===== src/rtl/uepr_pkg.sv =====
// Notes on behaviour
// - Timer route bit 1 set feeds synced receive line to timer capture input.
// - Interrupt route bit 0 set feeds synced receive line to interrupt input.
// - Reset clears the input route register to zero.
// - Direction bit 0 turns the pin driver on, 1 makes it input.
// - Reset sets every port-1 direction bit to one.
// - With power and both enables clear, both pins act as port pins.
// - Reset loads the operation mode register with one.
// - Power bit clear stops the serial logic and holds it in reset.
// - Power bit clear also resets status and receive buffer.
// - Transmit enable clear holds the transmitter in reset.
// - Receive enable clear holds the receiver in reset.
// - Power dropped mid-frame with transmit enable still set drives transmit pin high, receive input high.
// - One-byte frames with start bit, transmit and receive at once.
// - Powered, enabled and idle, a transmit buffer write starts a frame.
// - Pins switch to serial use only under their enable, and under power except in the transmit hold.
// - Route, direction and mode registers take byte writes.
// - Bit order bit 0 sends MSB first, 1 sends LSB first.
// - Invert bit 1 drives the transmit pin inverted.
package uepr_pkg;
  localparam int ADDR_W = 18;
  localparam int IDX_W = 16;
  // ****************************************
  // Register indices, byte address = 4*index
  // ****************************************
  localparam logic [15:0] IDX_LATCH = 16'hff01;
  localparam logic [15:0] IDX_DIR = 16'hff21;
  localparam logic [15:0] IDX_ROUTE = 16'hff4f;
  localparam logic [15:0] IDX_MODE = 16'hff50;
  localparam logic [15:0] IDX_STATUS = 16'hff53;
  localparam logic [15:0] IDX_TXBUF = 16'hff55;
  localparam logic [15:0] IDX_RXBUF = 16'hff56;
  localparam logic [15:0] IDX_BAUD = 16'hff57;
  localparam logic [15:0] IDX_CTRL = 16'hff58;
  // ****************************************
  // Reset values and masks
  // ****************************************
  localparam logic [7:0] RST_DIR = 8'hff;
  localparam logic [7:0] RST_MODE = 8'h01;
  localparam logic [7:0] RST_ROUTE = 8'h00;
  localparam logic [7:0] RST_LATCH = 8'h00;
  localparam logic [7:0] RST_BAUD = 8'h10;
  localparam logic [7:0] RST_CTRL = 8'h16;
  localparam logic [7:0] ROUTE_MASK = 8'h03;
  localparam logic [7:0] CTRL_MASK = 8'h3f;
  localparam logic [7:0] BAUD_MIN = 8'h04;
  // ****************************************
  // Field positions
  // ****************************************
  localparam int BIT_POWER = 7;
  localparam int BIT_TXE = 6;
  localparam int BIT_RXE = 5;
  localparam int BIT_ORDER = 1;
  localparam int BIT_INV = 0;
  localparam int BIT_IRQ_ROUTE = 0;
  localparam int BIT_TMR_ROUTE = 1;
  localparam int PIN_TX = 3;
  localparam int PIN_RX = 4;
  localparam logic [2:0] LAST_BIT = 3'h7;
  localparam logic [1:0] RESP_OKAY = 2'h0;
  localparam logic [1:0] RESP_SLVERR = 2'h2;
  typedef enum logic [3:0] {
    ST_IDLE = 4'h1,
    ST_START = 4'h2,
    ST_DATA = 4'h4,
    ST_STOP = 4'h8
  } uepr_state_e;
endpackage


===== src/rtl/uepr_pin_sync.sv =====
module uepr_pin_sync
  import uepr_pkg::*;
#(
  parameter int W = 1
) (
  input wire logic i_clock,
  input wire logic i_rst_n,
  input wire logic [W-1:0] i_async,
  output logic [W-1:0] o_level
);
  // ****************************************
  // Three stages, change taken when 2 and 3 agree
  // ****************************************
  genvar g;
  generate
    for (g = 0; g < W; g++) begin : g_bit
      logic s1_r;
      logic s2_r;
      logic s3_r;
      always_ff @(posedge i_clock) begin
        if (!i_rst_n) begin
          s1_r <= 1'b1;
          s2_r <= 1'b1;
          s3_r <= 1'b1;
          o_level[g] <= 1'b1;
        end else begin
          s1_r <= i_async[g];
          s2_r <= s1_r;
          s3_r <= s2_r;
          if (s2_r == s3_r) begin
            o_level[g] <= s3_r;
          end
        end
      end
    end
  endgenerate
endmodule // uepr_pin_sync


===== src/rtl/uepr_ctrl.sv =====
module uepr_ctrl
  import uepr_pkg::*;
(
  input wire logic i_clock,
  input wire logic i_rst_n,
  input wire logic [ADDR_W-1:0] i_awaddr,
  input wire logic i_awvalid,
  output logic o_awready,
  input wire logic [31:0] i_wdata,
  input wire logic [3:0] i_wstrb,
  input wire logic i_wvalid,
  output logic o_wready,
  output logic [1:0] o_bresp,
  output logic o_bvalid,
  input wire logic i_bready,
  input wire logic [ADDR_W-1:0] i_araddr,
  input wire logic i_arvalid,
  output logic o_arready,
  output logic [31:0] o_rdata,
  output logic [1:0] o_rresp,
  output logic o_rvalid,
  input wire logic i_rready,
  input wire logic [7:0] i_p1_in,
  output logic [7:0] o_p1_out,
  output logic [7:0] o_p1_oe,
  input wire logic i_irq_pin,
  input wire logic i_timer_pin,
  output logic o_external_irq_input,
  output logic o_timer_capture_input
);
  logic [9:0] pin_lvl;
  logic [7:0] dir_r, latch_r, route_r, mode_r, baud_r, ctrl_r;
  logic aw_have_r, w_have_r, awready_r, wready_r, bvalid_r;
  logic arready_r, rvalid_r;
  logic [1:0] bresp_r, rresp_r;
  logic [31:0] rdata_r, rd_mux;
  logic [ADDR_W-1:0] awaddr_r;
  logic [7:0] wdata_r;
  logic wstrb_r;
  logic rd_hit;
  uepr_state_e tx_state_r, rx_state_r;
  logic [7:0] tx_shift_r, rx_shift_r, tx_cnt_r, rx_cnt_r;
  logic [2:0] tx_bits_r, rx_bits_r;
  logic tx_line_r, tx_hold_r;
  logic [7:0] rxbuf_r;
  logic rx_full_r, rx_err_r;
  logic irq_r, tmr_r;
  logic [7:0] p1_out_r, p1_oe_r;

  // ****************************************
  // Pin synchronisers
  // ****************************************
  uepr_pin_sync #(.W(10)) u_sync (
    .i_clock(i_clock),
    .i_rst_n(i_rst_n),
    .i_async({i_timer_pin, i_irq_pin, i_p1_in}),
    .o_level(pin_lvl)
  );
  wire rx_pin_lvl = pin_lvl[PIN_RX];
  wire power = mode_r[BIT_POWER];
  wire txe = mode_r[BIT_TXE];
  wire rxe = mode_r[BIT_RXE];
  // Unpowered receiver sees a steady mark
  wire rx_int = power ? rx_pin_lvl : 1'b1;
  wire tx_run = power & txe;
  wire rx_run = power & rxe;
  wire tx_busy = (tx_state_r != ST_IDLE);

  // ****************************************
  // Register bus decode
  // ****************************************
  wire [IDX_W-1:0] w_idx = awaddr_r[ADDR_W-1:2];
  wire [IDX_W-1:0] r_idx = i_araddr[ADDR_W-1:2];
  wire wr_fire = aw_have_r & w_have_r & ~bvalid_r;
  wire we = wr_fire & wstrb_r;
  wire hit_latch = (w_idx == IDX_LATCH);
  wire hit_dir = (w_idx == IDX_DIR);
  wire hit_route = (w_idx == IDX_ROUTE);
  wire hit_mode = (w_idx == IDX_MODE);
  wire hit_status = (w_idx == IDX_STATUS);
  wire hit_txbuf = (w_idx == IDX_TXBUF);
  wire hit_rxbuf = (w_idx == IDX_RXBUF);
  wire hit_baud = (w_idx == IDX_BAUD);
  wire hit_ctrl = (w_idx == IDX_CTRL);
  wire w_mapped = hit_latch | hit_dir | hit_route | hit_mode | hit_status |
    hit_txbuf | hit_rxbuf | hit_baud | hit_ctrl;
  wire ar_fire = i_arvalid & arready_r;
  wire rd_rx = ar_fire & (r_idx == IDX_RXBUF);
  wire tx_start = we & hit_txbuf & tx_run & ~tx_busy;
  wire order = ctrl_r[BIT_ORDER];
  wire [7:0] baud_eff = (baud_r < BAUD_MIN) ? BAUD_MIN : baud_r;
  wire [7:0] bit_end = baud_eff - 8'h01;
  wire [7:0] half_end = (baud_eff >> 1) - 8'h01;
  wire tx_tick = (tx_cnt_r == bit_end);
  wire rx_tick = (rx_cnt_r == bit_end);
  wire rx_done = (rx_state_r == ST_STOP) & rx_tick;
  logic [7:0] tx_rev, rx_rev;

  // Bit reversal serves MSB-first order
  genvar gi;
  generate
    for (gi = 0; gi < 8; gi++) begin : g_rev
      assign tx_rev[gi] = wdata_r[7-gi];
      assign rx_rev[gi] = rx_shift_r[7-gi];
    end
  endgenerate

  always_comb begin
    rd_hit = 1'b1;
    rd_mux = 32'h0000_0000;
    if (r_idx == IDX_LATCH) begin
      rd_mux[7:0] = latch_r;
    end else if (r_idx == IDX_DIR) begin
      rd_mux[7:0] = dir_r;
    end else if (r_idx == IDX_ROUTE) begin
      rd_mux[7:0] = route_r & ROUTE_MASK;
    end else if (r_idx == IDX_MODE) begin
      rd_mux[7:0] = mode_r;
    end else if (r_idx == IDX_STATUS) begin
      rd_mux[2:0] = {rx_err_r, rx_full_r, tx_busy};
    end else if (r_idx == IDX_TXBUF) begin
      rd_mux[7:0] = 8'h00;
    end else if (r_idx == IDX_RXBUF) begin
      rd_mux[7:0] = rxbuf_r;
    end else if (r_idx == IDX_BAUD) begin
      rd_mux[7:0] = baud_r;
    end else if (r_idx == IDX_CTRL) begin
      rd_mux[7:0] = ctrl_r & CTRL_MASK;
    end else begin
      rd_hit = 1'b0;
    end
  end

  // ****************************************
  // Write channel, one write in flight
  // ****************************************
  always_ff @(posedge i_clock) begin
    if (!i_rst_n) begin
      aw_have_r <= 1'b0;
      w_have_r <= 1'b0;
      awready_r <= 1'b1;
      wready_r <= 1'b1;
      bvalid_r <= 1'b0;
      bresp_r <= RESP_OKAY;
      awaddr_r <= '0;
      wdata_r <= 8'h00;
      wstrb_r <= 1'b0;
    end else begin
      if (i_awvalid & awready_r) begin
        aw_have_r <= 1'b1;
        awready_r <= 1'b0;
        awaddr_r <= i_awaddr;
      end
      if (i_wvalid & wready_r) begin
        w_have_r <= 1'b1;
        wready_r <= 1'b0;
        wdata_r <= i_wdata[7:0];
        wstrb_r <= i_wstrb[0];
      end
      if (wr_fire) begin
        aw_have_r <= 1'b0;
        w_have_r <= 1'b0;
        bvalid_r <= 1'b1;
        bresp_r <= w_mapped ? RESP_OKAY : RESP_SLVERR;
      end else if (bvalid_r & i_bready) begin
        bvalid_r <= 1'b0;
        awready_r <= 1'b1;
        wready_r <= 1'b1;
      end
    end
  end

  always_ff @(posedge i_clock) begin
    if (!i_rst_n) begin
      arready_r <= 1'b1;
      rvalid_r <= 1'b0;
      rdata_r <= 32'h0000_0000;
      rresp_r <= RESP_OKAY;
    end else if (ar_fire) begin
      arready_r <= 1'b0;
      rvalid_r <= 1'b1;
      rdata_r <= rd_mux;
      rresp_r <= rd_hit ? RESP_OKAY : RESP_SLVERR;
    end else if (rvalid_r & i_rready) begin
      rvalid_r <= 1'b0;
      arready_r <= 1'b1;
    end
  end

  // ****************************************
  // Software registers
  // ****************************************
  always_ff @(posedge i_clock) begin
    if (!i_rst_n) begin
      dir_r <= RST_DIR;
      mode_r <= RST_MODE;
      route_r <= RST_ROUTE;
      latch_r <= RST_LATCH;
      baud_r <= RST_BAUD;
      ctrl_r <= RST_CTRL & CTRL_MASK;
    end else if (we) begin
      if (hit_dir) dir_r <= wdata_r;
      if (hit_mode) mode_r <= wdata_r;
      if (hit_route) route_r <= wdata_r & ROUTE_MASK;
      if (hit_latch) latch_r <= wdata_r;
      if (hit_baud) baud_r <= wdata_r;
      // Break flag and trigger never stored, read as zero
      if (hit_ctrl) ctrl_r <= wdata_r & CTRL_MASK;
    end
  end

  // ****************************************
  // Transmitter, 8N1, bit period baud_eff cycles
  // ****************************************
  always_ff @(posedge i_clock) begin
    if (!i_rst_n || !tx_run) begin
      tx_state_r <= ST_IDLE;
      tx_line_r <= 1'b1;
      tx_cnt_r <= 8'h00;
      tx_bits_r <= 3'h0;
      tx_shift_r <= 8'h00;
    end else begin
      tx_cnt_r <= (tx_tick || tx_state_r == ST_IDLE) ? 8'h00 :
        tx_cnt_r + 8'h01;
      case (tx_state_r)
        ST_IDLE: begin
          if (tx_start) begin
            tx_shift_r <= order ? wdata_r : tx_rev;
            tx_line_r <= 1'b0;
            tx_state_r <= ST_START;
          end
        end
        ST_START: begin
          if (tx_tick) begin
            tx_line_r <= tx_shift_r[0];
            tx_shift_r <= tx_shift_r >> 1;
            tx_bits_r <= 3'h0;
            tx_state_r <= ST_DATA;
          end
        end
        ST_DATA: begin
          if (tx_tick) begin
            if (tx_bits_r == LAST_BIT) begin
              tx_line_r <= 1'b1;
              tx_state_r <= ST_STOP;
            end else begin
              tx_line_r <= tx_shift_r[0];
              tx_shift_r <= tx_shift_r >> 1;
              tx_bits_r <= tx_bits_r + 3'h1;
            end
          end
        end
        ST_STOP: begin
          if (tx_tick) tx_state_r <= ST_IDLE;
        end
        default: tx_state_r <= ST_IDLE;
      endcase
    end
  end

  // ****************************************
  // Receiver, runs beside the transmitter
  // ****************************************
  always_ff @(posedge i_clock) begin
    if (!i_rst_n || !rx_run) begin
      rx_state_r <= ST_IDLE;
      rx_cnt_r <= 8'h00;
      rx_bits_r <= 3'h0;
      rx_shift_r <= 8'h00;
    end else begin
      case (rx_state_r)
        ST_IDLE: begin
          rx_cnt_r <= 8'h00;
          if (!rx_int) rx_state_r <= ST_START;
        end
        ST_START: begin
          rx_cnt_r <= rx_cnt_r + 8'h01;
          if (rx_cnt_r == half_end) begin
            // Glitch shorter than half a bit is dropped
            rx_state_r <= rx_int ? ST_IDLE : ST_DATA;
            rx_cnt_r <= 8'h00;
            rx_bits_r <= 3'h0;
          end
        end
        ST_DATA: begin
          rx_cnt_r <= rx_tick ? 8'h00 : rx_cnt_r + 8'h01;
          if (rx_tick) begin
            rx_shift_r <= {rx_int, rx_shift_r[7:1]};
            rx_bits_r <= rx_bits_r + 3'h1;
            if (rx_bits_r == LAST_BIT) rx_state_r <= ST_STOP;
          end
        end
        ST_STOP: begin
          rx_cnt_r <= rx_tick ? 8'h00 : rx_cnt_r + 8'h01;
          if (rx_tick) rx_state_r <= ST_IDLE;
        end
        default: rx_state_r <= ST_IDLE;
      endcase
    end
  end

  // New byte wins over a read in the same cycle
  always_ff @(posedge i_clock) begin
    if (!i_rst_n || !power) begin
      rxbuf_r <= 8'h00;
      rx_full_r <= 1'b0;
      rx_err_r <= 1'b0;
    end else if (rx_done) begin
      rxbuf_r <= order ? rx_shift_r : rx_rev;
      rx_full_r <= 1'b1;
      rx_err_r <= ~rx_int;
    end else if (rd_rx) begin
      rx_full_r <= 1'b0;
      rx_err_r <= 1'b0;
    end
  end

  // ****************************************
  // Pin routing
  // ****************************************
  // Hold keeps the pin high if power drops mid-frame while txe stays set
  wire tx_hold_nxt = txe & (power ? tx_busy : tx_hold_r);
  wire tx_own = tx_run | tx_hold_r;
  wire tx_inv = ctrl_r[BIT_INV];
  // Latch gates the line, so software must leave it at one
  wire tx_val = power ? ((tx_line_r ^ tx_inv) & latch_r[PIN_TX]) :
    1'b1;
  logic [7:0] p1_out_nxt;
  generate
    for (gi = 0; gi < 8; gi++) begin : g_pin
      if (gi == PIN_TX) begin : g_tx
        assign p1_out_nxt[gi] = tx_own ? tx_val : latch_r[gi];
      end else begin : g_port
        // Receive pin stays a port pin; software sets it to input
        assign p1_out_nxt[gi] = latch_r[gi];
      end
    end
  endgenerate

  always_ff @(posedge i_clock) begin
    if (!i_rst_n) begin
      tx_hold_r <= 1'b0;
      p1_out_r <= RST_LATCH;
      p1_oe_r <= ~RST_DIR;
      irq_r <= 1'b1;
      tmr_r <= 1'b1;
    end else begin
      tx_hold_r <= tx_hold_nxt;
      p1_out_r <= p1_out_nxt;
      p1_oe_r <= ~dir_r;
      irq_r <= route_r[BIT_IRQ_ROUTE] ? rx_pin_lvl : pin_lvl[8];
      tmr_r <= route_r[BIT_TMR_ROUTE] ? rx_pin_lvl : pin_lvl[9];
    end
  end

  assign o_awready = awready_r;
  assign o_wready = wready_r;
  assign o_bvalid = bvalid_r;
  assign o_bresp = bresp_r;
  assign o_arready = arready_r;
  assign o_rvalid = rvalid_r;
  assign o_rdata = rdata_r;
  assign o_rresp = rresp_r;
  assign o_p1_out = p1_out_r;
  assign o_p1_oe = p1_oe_r;
  assign o_external_irq_input = irq_r;
  assign o_timer_capture_input = tmr_r;
endmodule // uepr_ctrl


===== config.mk =====
export PLATFORM = sky130hd
export DESIGN_NAME = uepr_ctrl
export DESIGN_NICKNAME = d
export VERILOG_FILES = /design/src/rtl/uepr_pkg.sv /design/src/rtl/uepr_pin_sync.sv /design/src/rtl/uepr_ctrl.sv
export SDC_FILE = /design/constraint.sdc
export NUM_CORES = 1
export LEC_CHECK = 0
export BUFFER_PORTS_ARGS = -buffer_cell sky130_fd_sc_hd__buf_4
export CAP_MARGIN = 20
export CORE_MARGIN = 2
export CORE_UTILIZATION = 55
export DETAILED_ROUTE_END_ITERATION = 10
export MAX_ROUTING_LAYER = met4
export PLACE_DENSITY = 0.85
export SLEW_MARGIN = 20
export SYNTH_ARGS = -nofsm -noshare
export SYNTH_HDL_FRONTEND = slang
export SYNTH_HIERARCHICAL = 1
export SYNTH_SLANG_ARGS = --single-unit

===== constraint.sdc =====
create_clock -name i_clock -period 9.4 [get_ports i_clock]
set_input_delay 1.88 -clock i_clock [delete_from_list [all_inputs] [get_ports i_clock]]
set_output_delay 1.88 -clock i_clock [all_outputs]
set_load 0.01 [all_outputs]

==> results of run 1 <==
==> through the flow <==
step | cell area (sq um) | setup slack, ns | total power, mW
after floorplan | 8560 | 5.56 | 0.811
after global placement | 8920 | 4.53 | 0.836
after detailed placement | 8920 | 4.38 | 0.839
after CTS | 9530 | 4.38 | 1.54
after global routing | 9530 | 4.02 | 1.58
final | 9530 | 4.31 | 1.53
==> critical path, cell delays in order (launching register included) <==
cell and delay, ns:
dfxtp_1 0.54, or4_1 0.75, o21ai_0 0.43, ha_1 0.58, nor4b_1 0.41, a211oi_2 0.19
a221o_1 0.35, a2111oi_4 0.51, nand3_1 0.62, a211oi_1 0.46, a211oi_2 0.08
==> cell type report <==
| type | instances | share of cell area, % |
|---|---|---|
| clock buffer | 17 | 4.47 |
| clock inverter | 15 | 1.85 |
| tap | 188 | 2.47 |
| timing repair buffer | 85 | 6.70 |
| inverter | 14 | 0.552 |
| multi-input combinational | 758 | 48.2 |
| sequential | 170 | 35.7 |
==> power groups by stage <==
| stage | Combinational [mW] | Sequential (mW) | Clock, mW |
|---|---|---|---|
| 2_1_floorplan | 0.0538 | 0.758 | 0 |
| 3_3_place_gp | 0.0733 | 0.763 | 0 |
| 5_1_grt | 0.0843 | 0.749 | 0.747 |
| 3_5_place_dp | 0.0752 | 0.764 | 0 |
| 4_1_cts | 0.0755 | 0.747 | 0.713 |
| 6_report | 0.0760 | 0.748 | 0.709 |
==> sequential cells by signal, summed over array words and instances, names as in the netlist, 4 cells and up <==
signal	flops
dir_r	8
ctrl_r	6
tx_cnt_r	8
rx_shift_r	8
o_rdata	8
o_p1_out	8
tx_state_r	4
rxbuf_r	8
rx_cnt_r	8
mode_r	8
baud_r	8
rx_state_r	4
wdata_r	8
tx_shift_r	8
awaddr_r	16
o_p1_oe	8
latch_r	8
==> placed cells by master, fill, tap and decap left out, drive strengths merged, types with 10 or more instances in the layout <==
master	instances
mux2i	73
inv	22
a21oi	66
o21ai	36
a211oi	10
xnor2	12
xor2	10
nand2	145
dfxtp	170
nor2b	16
nand2b	18
clkbuf	17
and2	21
buf	85
nor3	19
nor2	102
nand3	34
conb	26
==> metal layers <==
metal | track usage, % | part of all wire (%)
met1 | 32.9 | 45
met2 | 39.4 | 47
met3 | 5.05 | 6.2
met4 | 9.63 | 2.5
met5 | - | 0
==> worst paths after layout <==
kind,start,endpoint,slack (ns)
max,baud_r[4],rxbuf_r[2],4.31
min reg2reg,u_sync/g_bit[4].s1_r,u_sync/g_bit[4].s2_r,0.41
max reg2reg,baud_r[4],rxbuf_r[2],4.31
min,u_sync/g_bit[4].s1_r,u_sync/g_bit[4].s2_r,0.41
==> reports/summary.log, run 1 <==
INFO  power_and_ir_drop p_int=1.15mW
INFO  power_and_ir_drop switching_share=25.2%
INFO  timing         post-route-min-period=5.09ns
INFO  layout         final_net_count=1,143
INFO  cts            clock_tree_from_tritoncts=yes
INFO  cts            htree_num_levels=4
INFO  run_status     run_status=completed
INFO  timing         finalHoldViolations=0
INFO  power_and_ir_drop power_frac_clock=46.3%
INFO  timing         rsz_0062_raised_after_global_routing=no
INFO  layout         multi_input_area=4600squm
INFO  floorplanning  die_y=128um
INFO  critical_path  crit_fanout=17
INFO  layout         antenna-diode-count=0
INFO  critical_path  worst_r2r_path_depth=10
INFO  route          initialDrtViolationCount=594
INFO  route          drt_pre_antenna_iters=5
INFO  synth          syn_area=8460squm
INFO  power_and_ir_drop p_sw=386uW
INFO  cts            clock_path_buffers=2
INFO  layout         synthToLayoutAreaGrowth=12.5%
INFO  critical_path  crit_path_start_kind=register
INFO  run            max-cap-violations=0
INFO  cts            cts-buffers-inserted=17
INFO  worst_hold_path worst_hold_path_type=register to register
INFO  critical_path  worst-endpoint-required=9.69ns
INFO  floorplanning  die_width=128um
INFO  cts            clk_pin_slew_worst_paths=0.07ns
INFO  cts            post_cts_hold_buffer_count=0
INFO  timing         timing.final.max_slew_violations=0
INFO  grt            first_global_vias=6,742
INFO  place          place_hpwl=13.4mm
INFO  floorplanning  die_area=16,400squm
INFO  cts            clk_root_buffer_cell=clkbuf_16
INFO  worst_hold_path worst_hold_path.num_cells=1
INFO  place          dp.cells=1,215
INFO  power_and_ir_drop power_density=161nW/um^2
INFO  route          wl=19.9mm
INFO  timing         final.setup_skew=0.00835ns
INFO  cts            number_of_buffers_inserted_to_repair_setup_after_cts=0
INFO  timing         whs=0.414ns
INFO  synth          post_synth_inst_count=1,015
INFO  grt            maximum_number_of_pins_on_one_net_before_global_route_repair=65
INFO  route          drc=0
INFO  power_and_ir_drop peakVddDrop=149uV
INFO  place          gp_routability_congestion=0.836
INFO  floorplanning  std_cell_rows=45
INFO  floorplanning  core_region_area=15,100squm
INFO  grt            grt_use_total=25.4%
INFO  floorplanning  floorplan.initialDensity=55.9%
INFO  route          detail-route-antenna-nets=0
INFO  place          buffers_on_ports=83
INFO  grt            first_pass_grt_wire_length=32.6mm
INFO  timing         timing.fmax=196MHz
INFO  grt            antenna_found_initial=0
INFO  layout         layout-drive-gt1-share=13.2%
INFO  layout         ff_latch_area=3400squm
INFO  critical_path  crit_type=register to register
INFO  timing         slew-limit-headroom=36.3%
INFO  power_and_ir_drop combinationalPowerShare=5.0%
INFO  cts            cts_resized=0
INFO  route          route.vias.total=7,411
INFO  power_and_ir_drop seq_power_share=48.8%
INFO  synth          synthesis.yosys.warnings=6
INFO  floorplanning  io_pins=148
INFO  route          route.detailed.wl_per_inst=15.9um
INFO  critical_path  worst_setup_path_end_kind=register
INFO  timing         totalNegativeSetupSlack=0ns
INFO  cts            clock_sink_count=170
INFO  timing         final.period_utilization=54.2%
INFO  grt            gr-total-overflow=0
INFO  layout         final_cells=1,247
INFO  timing         timing_worst_slew_pin_value=0.954ns
INFO  route          avgViaCountPerCell=5.94
INFO  layout         post-route-util=62.9%
INFO  critical_path  critical_path_arrival=5.38ns
INFO  timing         timing.final.setup_violations=0
INFO  layout         fill_cells=1,210
INFO  power_and_ir_drop leakage=4.00nW
INFO  cts            clock_latency_late_sink=0.43ns
INFO  synth          syn_area_per_cell=8.34squm
Power figures use the tool's default switching activity.
==> inputs of run 2 (changes only) <==
--- a/config.mk
+++ b/config.mk
@@ -8,10 +8,10 @@
 export BUFFER_PORTS_ARGS = -buffer_cell sky130_fd_sc_hd__buf_4
 export CAP_MARGIN = 20
 export CORE_MARGIN = 2
-export CORE_UTILIZATION = 55
+export CORE_UTILIZATION = 52
 export DETAILED_ROUTE_END_ITERATION = 10
 export MAX_ROUTING_LAYER = met4
-export PLACE_DENSITY = 0.85
+export PLACE_DENSITY = 0.84
 export SLEW_MARGIN = 20
 export SYNTH_ARGS = -nofsm -noshare
 export SYNTH_HDL_FRONTEND = slang
==> constraint.sdc (replaced) <==
create_clock -name i_clock -period 4.6 [get_ports i_clock]
set_input_delay 0.92 -clock i_clock [delete_from_list [all_inputs] [get_ports i_clock]]
set_output_delay 0.92 -clock i_clock [all_outputs]
set_load 0.01 [all_outputs]
==> run 2 against run 1 <==
Final area is 1.2% higher. Die area is 5.6% higher. Setup slack worse by 3.7 ns. Routed wire length hardly changed. Combinational power is 100% higher. Power is 100% higher. Sequential power is 100% higher. Register-to-register slack worse by 3.7 ns. First-iteration DRC count is 5.1% higher. Flip-flop and latch count stayed put. Clock skew is 0.0012 ns lower. Utilization is 2.2 points lower. Critical endpoint is now rxbuf_r[5]. Largest cell class unchanged.
==> reports/summary.log, run 2 (synthesized netlist as in run 1, its figures left out) <==
INFO  run_status     run_status=completed
INFO  grt            first_global_vias=6,782
INFO  cts            post_cts_hold_buffer_count=0
INFO  place          buffers_on_ports=83
INFO  worst_hold_path hold-path-endpoint=u_sync/g_bit[4].s2_r
INFO  grt            global_route.usage.met1=30.1%
INFO  critical_path  worst_reg2reg_path_startpoint=baud_r[4]
INFO  floorplanning  die_y=132um
INFO  cts            clk_root_buffer_cell=clkbuf_16
INFO  grt            maximum_number_of_pins_on_one_net_before_global_route_repair=51
INFO  route          detail-route-antenna-nets=0
INFO  grt            met3_routing_resource_usage_after_global_routing=4.01%
INFO  route          wl=19.9mm
INFO  grt            globalRoute.busiestLayer=met2
INFO  route          route.detailed.wl_per_inst=15.4um
INFO  route          drc=0
INFO  cts            clk_pin_slew_worst_paths=0.07ns
INFO  layout         fill_cells=1,344
INFO  timing         timing.fmax=247MHz
INFO  layout         final_net_count=1,154
INFO  place          place_hpwl=13.8mm
INFO  floorplanning  die_area=17,300squm
INFO  critical_path  worst_setup_path_end_kind=register
INFO  floorplanning  floorplan.initialDensity=53.3%
INFO  critical_path  crit_fanout=9
INFO  critical_path  timing.reg2reg.setup_slack=0.56ns
INFO  timing         rsz_0062_raised_after_global_routing=no
INFO  power_and_ir_drop post-layout-total-power=3.11mW
INFO  floorplanning  core_region_area=15,900squm
INFO  route          avgViaCountPerCell=5.78
INFO  timing         slew-limit-headroom=35.7%
INFO  critical_path  worst_r2r_endpoint=rxbuf_r[5]
INFO  layout         layout-drive-gt1-share=14.1%
INFO  layout         synthToLayoutAreaGrowth=13.9%
INFO  critical_path  crit_path_start_kind=register
INFO  cts            cts_resized=0
INFO  timing         final.setup_skew=0.00711ns
INFO  route          drt_pre_antenna_iters=5
INFO  cts            number_of_buffers_inserted_to_repair_setup_after_cts=0
INFO  grt            antenna_found_initial=0
INFO  layout         most-common-layout-cells=170 x dfxtp_1, 145 x nand2_1, 102 x nor2_1
INFO  route          route.vias.total=7,435
INFO  grt            grt.met2_usage=37.6%
INFO  floorplanning  die_width=132um
INFO  run            max-cap-violations=0
INFO  timing         finalWorstSetupSlack=0.559ns
INFO  worst_hold_path worst_hold_path_type=register to register
INFO  critical_path  worst-endpoint-required=4.91ns
INFO  timing         totalNegativeSetupSlack=0ns
INFO  critical_path  critical_path_arrival=4.35ns
INFO  timing         timing.final.max_slew_violations=0
INFO  timing         post-route-min-period=4.04ns
INFO  cts            clock_latency_late_sink=0.44ns
INFO  place          place_worst_setup_slack=0.599ns
INFO  grt            first_pass_grt_wire_length=33.0mm
INFO  worst_hold_path worst_hold_path.num_cells=1
INFO  grt            grt_use_total=23.7%
INFO  cts            htree_num_levels=4
INFO  floorplanning  io_pins=148
INFO  critical_path  timing_startpoint_of_the_critical_path=baud_r[4]
INFO  timing         final.period_utilization=87.8%
INFO  timing         whs=0.406ns
INFO  grt            gr-total-overflow=0
INFO  worst_hold_path min_from=u_sync/g_bit[4].s1_r
INFO  cts            clock_path_buffers=2
INFO  cts            cts-buffers-inserted=17
INFO  timing         finalHoldViolations=0
INFO  timing         timing.final.setup_violations=0
INFO  critical_path  worst_r2r_path_depth=11
INFO  power_and_ir_drop peakVddDrop=279uV
INFO  layout         most_common_cell_after_layout_fill_and_taps_aside=dfxtp_1
INFO  layout         post-route-util=60.7%
INFO  critical_path  crit_type=register to register
INFO  cts            clock_tree_from_tritoncts=yes
INFO  floorplanning  std_cell_rows=46
INFO  layout         register_name_with_the_most_flops=awaddr_r
INFO  layout         largest_register_ffs=16
INFO  power_and_ir_drop power_density=322nW/um^2
INFO  place          gp_routability_congestion=0.889
INFO  timing         timing_worst_slew_pin_value=0.963ns
INFO  cts            clock_sink_count=170
INFO  layout         antenna-diode-count=0
INFO  power_and_ir_drop leakage=4.05nW
INFO  route          initialDrtViolationCount=624
-- run 2: final cells by class --
cell class | count | area [sq um] | area share (%)
Clock buffer | 18 | 439 | 4.55
Clock inverter | 14 | 158 | 1.63
Inverter | 14 | 52.6 | 0.545
Multi-Input combinational cell | 758 | 4600 | 47.7
Sequential cell | 170 | 3400 | 35.3
Tap cell | 216 | 270 | 2.80
Timing Repair Buffer | 96 | 721 | 7.47
-- run 2: worst max path at each step --
stage | cells after the start | end
6_report | 11 | rxbuf_r[5]
5_1_grt | 11 | rxbuf_r[5]
4_1_cts | 11 | rxbuf_r[5]
3_5_place_dp | 10 | tx_shift_r[7]
3_3_place_gp | 10 | tx_shift_r[7]
2_1_floorplan | 14 | tx_shift_r[7]
-- run 2: through the flow --
step	std cells	area [sq um]
after floorplan	1040	8560
after global placement	1254	9040
after detailed placement	1254	9040
after CTS	1286	9640
after global routing	1286	9640
final	1286	9640
-- run 2: critical path, stage by stage, from the launching register on --
cell,delay (ns)
dfxtp_1,0.31
or4_1,0.67
o21ai_0,0.42
ha_1,0.40
nor4b_1,0.37
a41oi_1,0.18
a311oi_1,0.35
o2111a_1,0.35
nand3_1,0.32
buf_4,0.29
mux2i_1,0.19
nor2_1,0.07
-- run 2: report_power, final --
group          switching (mW)  total [mW]  leakage (nW)  internal (mW)
Combinational          0.0859       0.154          2.38         0.0683
Sequential             0.0309        1.53          1.38           1.50
Clock                   0.642        1.42         0.287          0.782
Total                   0.758        3.11          4.05           2.35
-- run 2: routing by layer --
metal,vias up,routed length [um],share of wire (%)
met2,296,9640,49
met5,-,0,0
met1,3509,8480,43
li1,3596,-,-
met3,34,1350,6.8
met4,0,399,2.0
==> inputs of run 3 (changes only) <==
--- a/config.mk
+++ b/config.mk
@@ -6,13 +6,12 @@
 export NUM_CORES = 1
 export LEC_CHECK = 0
 export BUFFER_PORTS_ARGS = -buffer_cell sky130_fd_sc_hd__buf_4
-export CAP_MARGIN = 20
 export CORE_MARGIN = 2
 export CORE_UTILIZATION = 52
 export DETAILED_ROUTE_END_ITERATION = 10
 export MAX_ROUTING_LAYER = met4
 export PLACE_DENSITY = 0.84
-export SLEW_MARGIN = 20
+export RECOVER_POWER = 50
 export SYNTH_ARGS = -nofsm -noshare
 export SYNTH_HDL_FRONTEND = slang
 export SYNTH_HIERARCHICAL = 1
==> run 3 against run 2 <==
The flow now finishes with violations (max-capacitance violations, max-slew violations). Critical path depth unchanged. Cell count unchanged. Combinational power decreased by 5%. Fmax about the same. Final area decreased by 1.5%. Critical endpoint unchanged.
==> reports/summary.log, run 3 (synthesized netlist as in run 1, its figures left out) <==
INFO  run_status     run_status=complete, but fails checks
INFO  run_status     violations=max-capacitance violations, max-slew violations
INFO  place          gp_routability_congestion=0.889
INFO  floorplanning  std_cell_rows=46
INFO  power_and_ir_drop peakVddDrop=278uV
INFO  timing         final.setup_skew=0.00741ns
INFO  layout         synthToLayoutAreaGrowth=12.3%
INFO  timing         finalHoldViolations=0
INFO  power_and_ir_drop p_int=2.34mW
INFO  cts            post_cts_hold_buffer_count=0
INFO  power_and_ir_drop leakage=3.90nW
INFO  cts            cts_resized=0
INFO  grt            grt_use_total=23.7%
INFO  layout         layout-drive-gt1-share=10.7%
INFO  timing         timing.final.max_slew_violations=95
INFO  route          wl=19.9mm
INFO  place          dp.cells=1,254
INFO  power_and_ir_drop switching_share=24.4%
INFO  critical_path  worst_setup_path_end_kind=register
INFO  critical_path  crit_path_start_kind=register
INFO  route          route.detailed.wl_per_inst=15.5um
INFO  grt            antenna_found_initial=0
INFO  route          drt_pre_antenna_iters=5
INFO  timing         timing_worst_slew_pin_value=1.97ns
INFO  critical_path  critical-path-slowest-cell=or4_1
INFO  layout         register_name_with_the_most_flops=awaddr_r
INFO  critical_path  cp_cell_sequence=or4_1 -> o21ai_0 -> ha_1 -> nor4b_1 -> a41oi_1 -> a311oi_1 -> o2111a_1 -> nand3_1 -> buf_4 -> mux2i_1 -> nor2_1
INFO  route          drc=0
INFO  worst_hold_path worst_hold_path_type=register to register
INFO  timing         rsz_0062_raised_after_global_routing=no
INFO  critical_path  critical_path_arrival=4.35ns
INFO  worst_hold_path worst_hold_path.num_cells=1
INFO  route          avgViaCountPerCell=5.79
INFO  grt            first_global_vias=6,782
INFO  floorplanning  floorplan.initialDensity=53.3%
INFO  critical_path  crit_family=simple AND/OR/NAND/NOR gates
INFO  cts            clock_tree_from_tritoncts=yes
INFO  timing         final.period_utilization=87.9%
INFO  cts            clock_latency_late_sink=0.43ns
INFO  timing         slew-limit-headroom=-31.2%
INFO  floorplanning  die_area=17,300squm
INFO  layout         most-common-layout-cells=170 x dfxtp_1, 145 x nand2_1, 102 x nor2_1
INFO  layout         antenna-diode-count=0
INFO  critical_path  worst_r2r_path_depth=11
INFO  floorplanning  die_width=132um
INFO  critical_path  crit_fanout=9
INFO  cts            clock_path_buffers=2
INFO  layout         final_cells=1,286
INFO  route          initialDrtViolationCount=671
INFO  cts            cts-buffers-inserted=17
INFO  power_and_ir_drop power_frac_clock=45.9%
INFO  critical_path  worst-endpoint-required=4.91ns
INFO  timing         post-route-min-period=4.04ns
INFO  critical_path  critical_path.max_stage_delay=0.67ns
INFO  grt            first_pass_grt_wire_length=33.0mm
INFO  route          detail-route-antenna-nets=0
INFO  place          place_hpwl=13.8mm
INFO  critical_path  crit_type=register to register
INFO  power_and_ir_drop seq_power_share=49.3%
INFO  timing         timing.fmax=247MHz
INFO  cts            htree_num_levels=4
INFO  power_and_ir_drop power_density=326nW/um^2
INFO  cts            clock_sink_count=170
INFO  layout         most_common_cell_after_layout_fill_and_taps_aside=dfxtp_1
INFO  cts            clk_pin_slew_worst_paths=0.07ns
INFO  place          buffers_on_ports=83
INFO  timing         whs=0.406ns
INFO  layout         final_net_count=1,154
INFO  run            max-cap-violations=2
INFO  grt            maximum_number_of_pins_on_one_net_before_global_route_repair=51
INFO  cts            clk_root_buffer_cell=clkbuf_16
INFO  floorplanning  die_y=132um
INFO  layout         fill_cells=1,380
INFO  timing         totalNegativeSetupSlack=0ns
INFO  layout         largest_register_ffs=16
INFO  grt            gr-total-overflow=0
INFO  floorplanning  core_region_area=15,900squm
INFO  floorplanning  io_pins=148
INFO  power_and_ir_drop p_sw=757uW
INFO  cts            number_of_buffers_inserted_to_repair_setup_after_cts=0
INFO  critical_path  cp.buffers_inverters=1
INFO  critical_path  worstSetupPathDepth=11
INFO  timing         timing.final.setup_violations=0
INFO  power_and_ir_drop combinationalPowerShare=4.7%
INFO  route          route.vias.total=7,443
==> run 3: metal layers <==
metal,routed length (um),global-route usage [%]
met5,0,-
met4,374,9.48
met3,1390,4.01
met2,9680,37.6
met1,8500,30.1
==> run 3: power by group through the flow <==
stage | clock [mW] | combinational (mW) | sequential, mW
floorplan | 0 | 0.110 | 1.55
global placement | 0 | 0.148 | 1.56
detailed placement | 0 | 0.152 | 1.56
CTS | 1.45 | 0.153 | 1.53
global route | 1.51 | 0.164 | 1.53
finish | 1.42 | 0.147 | 1.53
==> run 3: final timing paths <==
| check | from | to | slack, ns |
|---|---|---|---|
| max | baud_r[4] | rxbuf_r[5] | 0.56 |
| min | u_sync/g_bit[4].s1_r | u_sync/g_bit[4].s2_r | 0.41 |
| max reg2reg | baud_r[4] | rxbuf_r[5] | 0.56 |
| min reg2reg | u_sync/g_bit[4].s1_r | u_sync/g_bit[4].s2_r | 0.41 |
==> run 3: cell type report <==
class	instances	area, sq um	share of cell area (%)
Clock inverter	14	158	1.66
Tap cell	216	270	2.84
Inverter	14	52.6	0.553
Multi-Input combinational cell	758	4600	48.4
Timing Repair Buffer	96	586	6.16
Sequential cell	170	3400	35.8
Clock buffer	18	439	4.62
==> run 3: worst reg2reg max path, delay by kind of cell, from the launching register on <==
| kind | cells | cell delay (ns) |
|---|---|---|
| flip-flops | 1 | 0.31 |
| multiplexers | 1 | 0.19 |
| adder cells (fa/ha/maj) | 1 | 0.40 |
| buffers and inverters | 1 | 0.30 |
| AND/OR/NAND/NOR | 4 | 1.43 |
| AO/OA/AOI/OAI | 4 | 1.30 |
==> run 3: stage by stage <==
| stage | setup WS (ns) | area, sq um | power (mW) | utilization, % |
|---|---|---|---|---|
| floorplan | 0.758 | 8560 | 1.66 | - |
| global placement | 0.684 | 9040 | 1.71 | 56.9 |
| detailed placement | 0.599 | 9040 | 1.71 | 56.9 |
| CTS | 0.579 | 9640 | 3.13 | 60.7 |
| global route | 0.247 | 9500 | 3.21 | 59.8 |
| finish | 0.558 | 9500 | 3.10 | 59.8 |
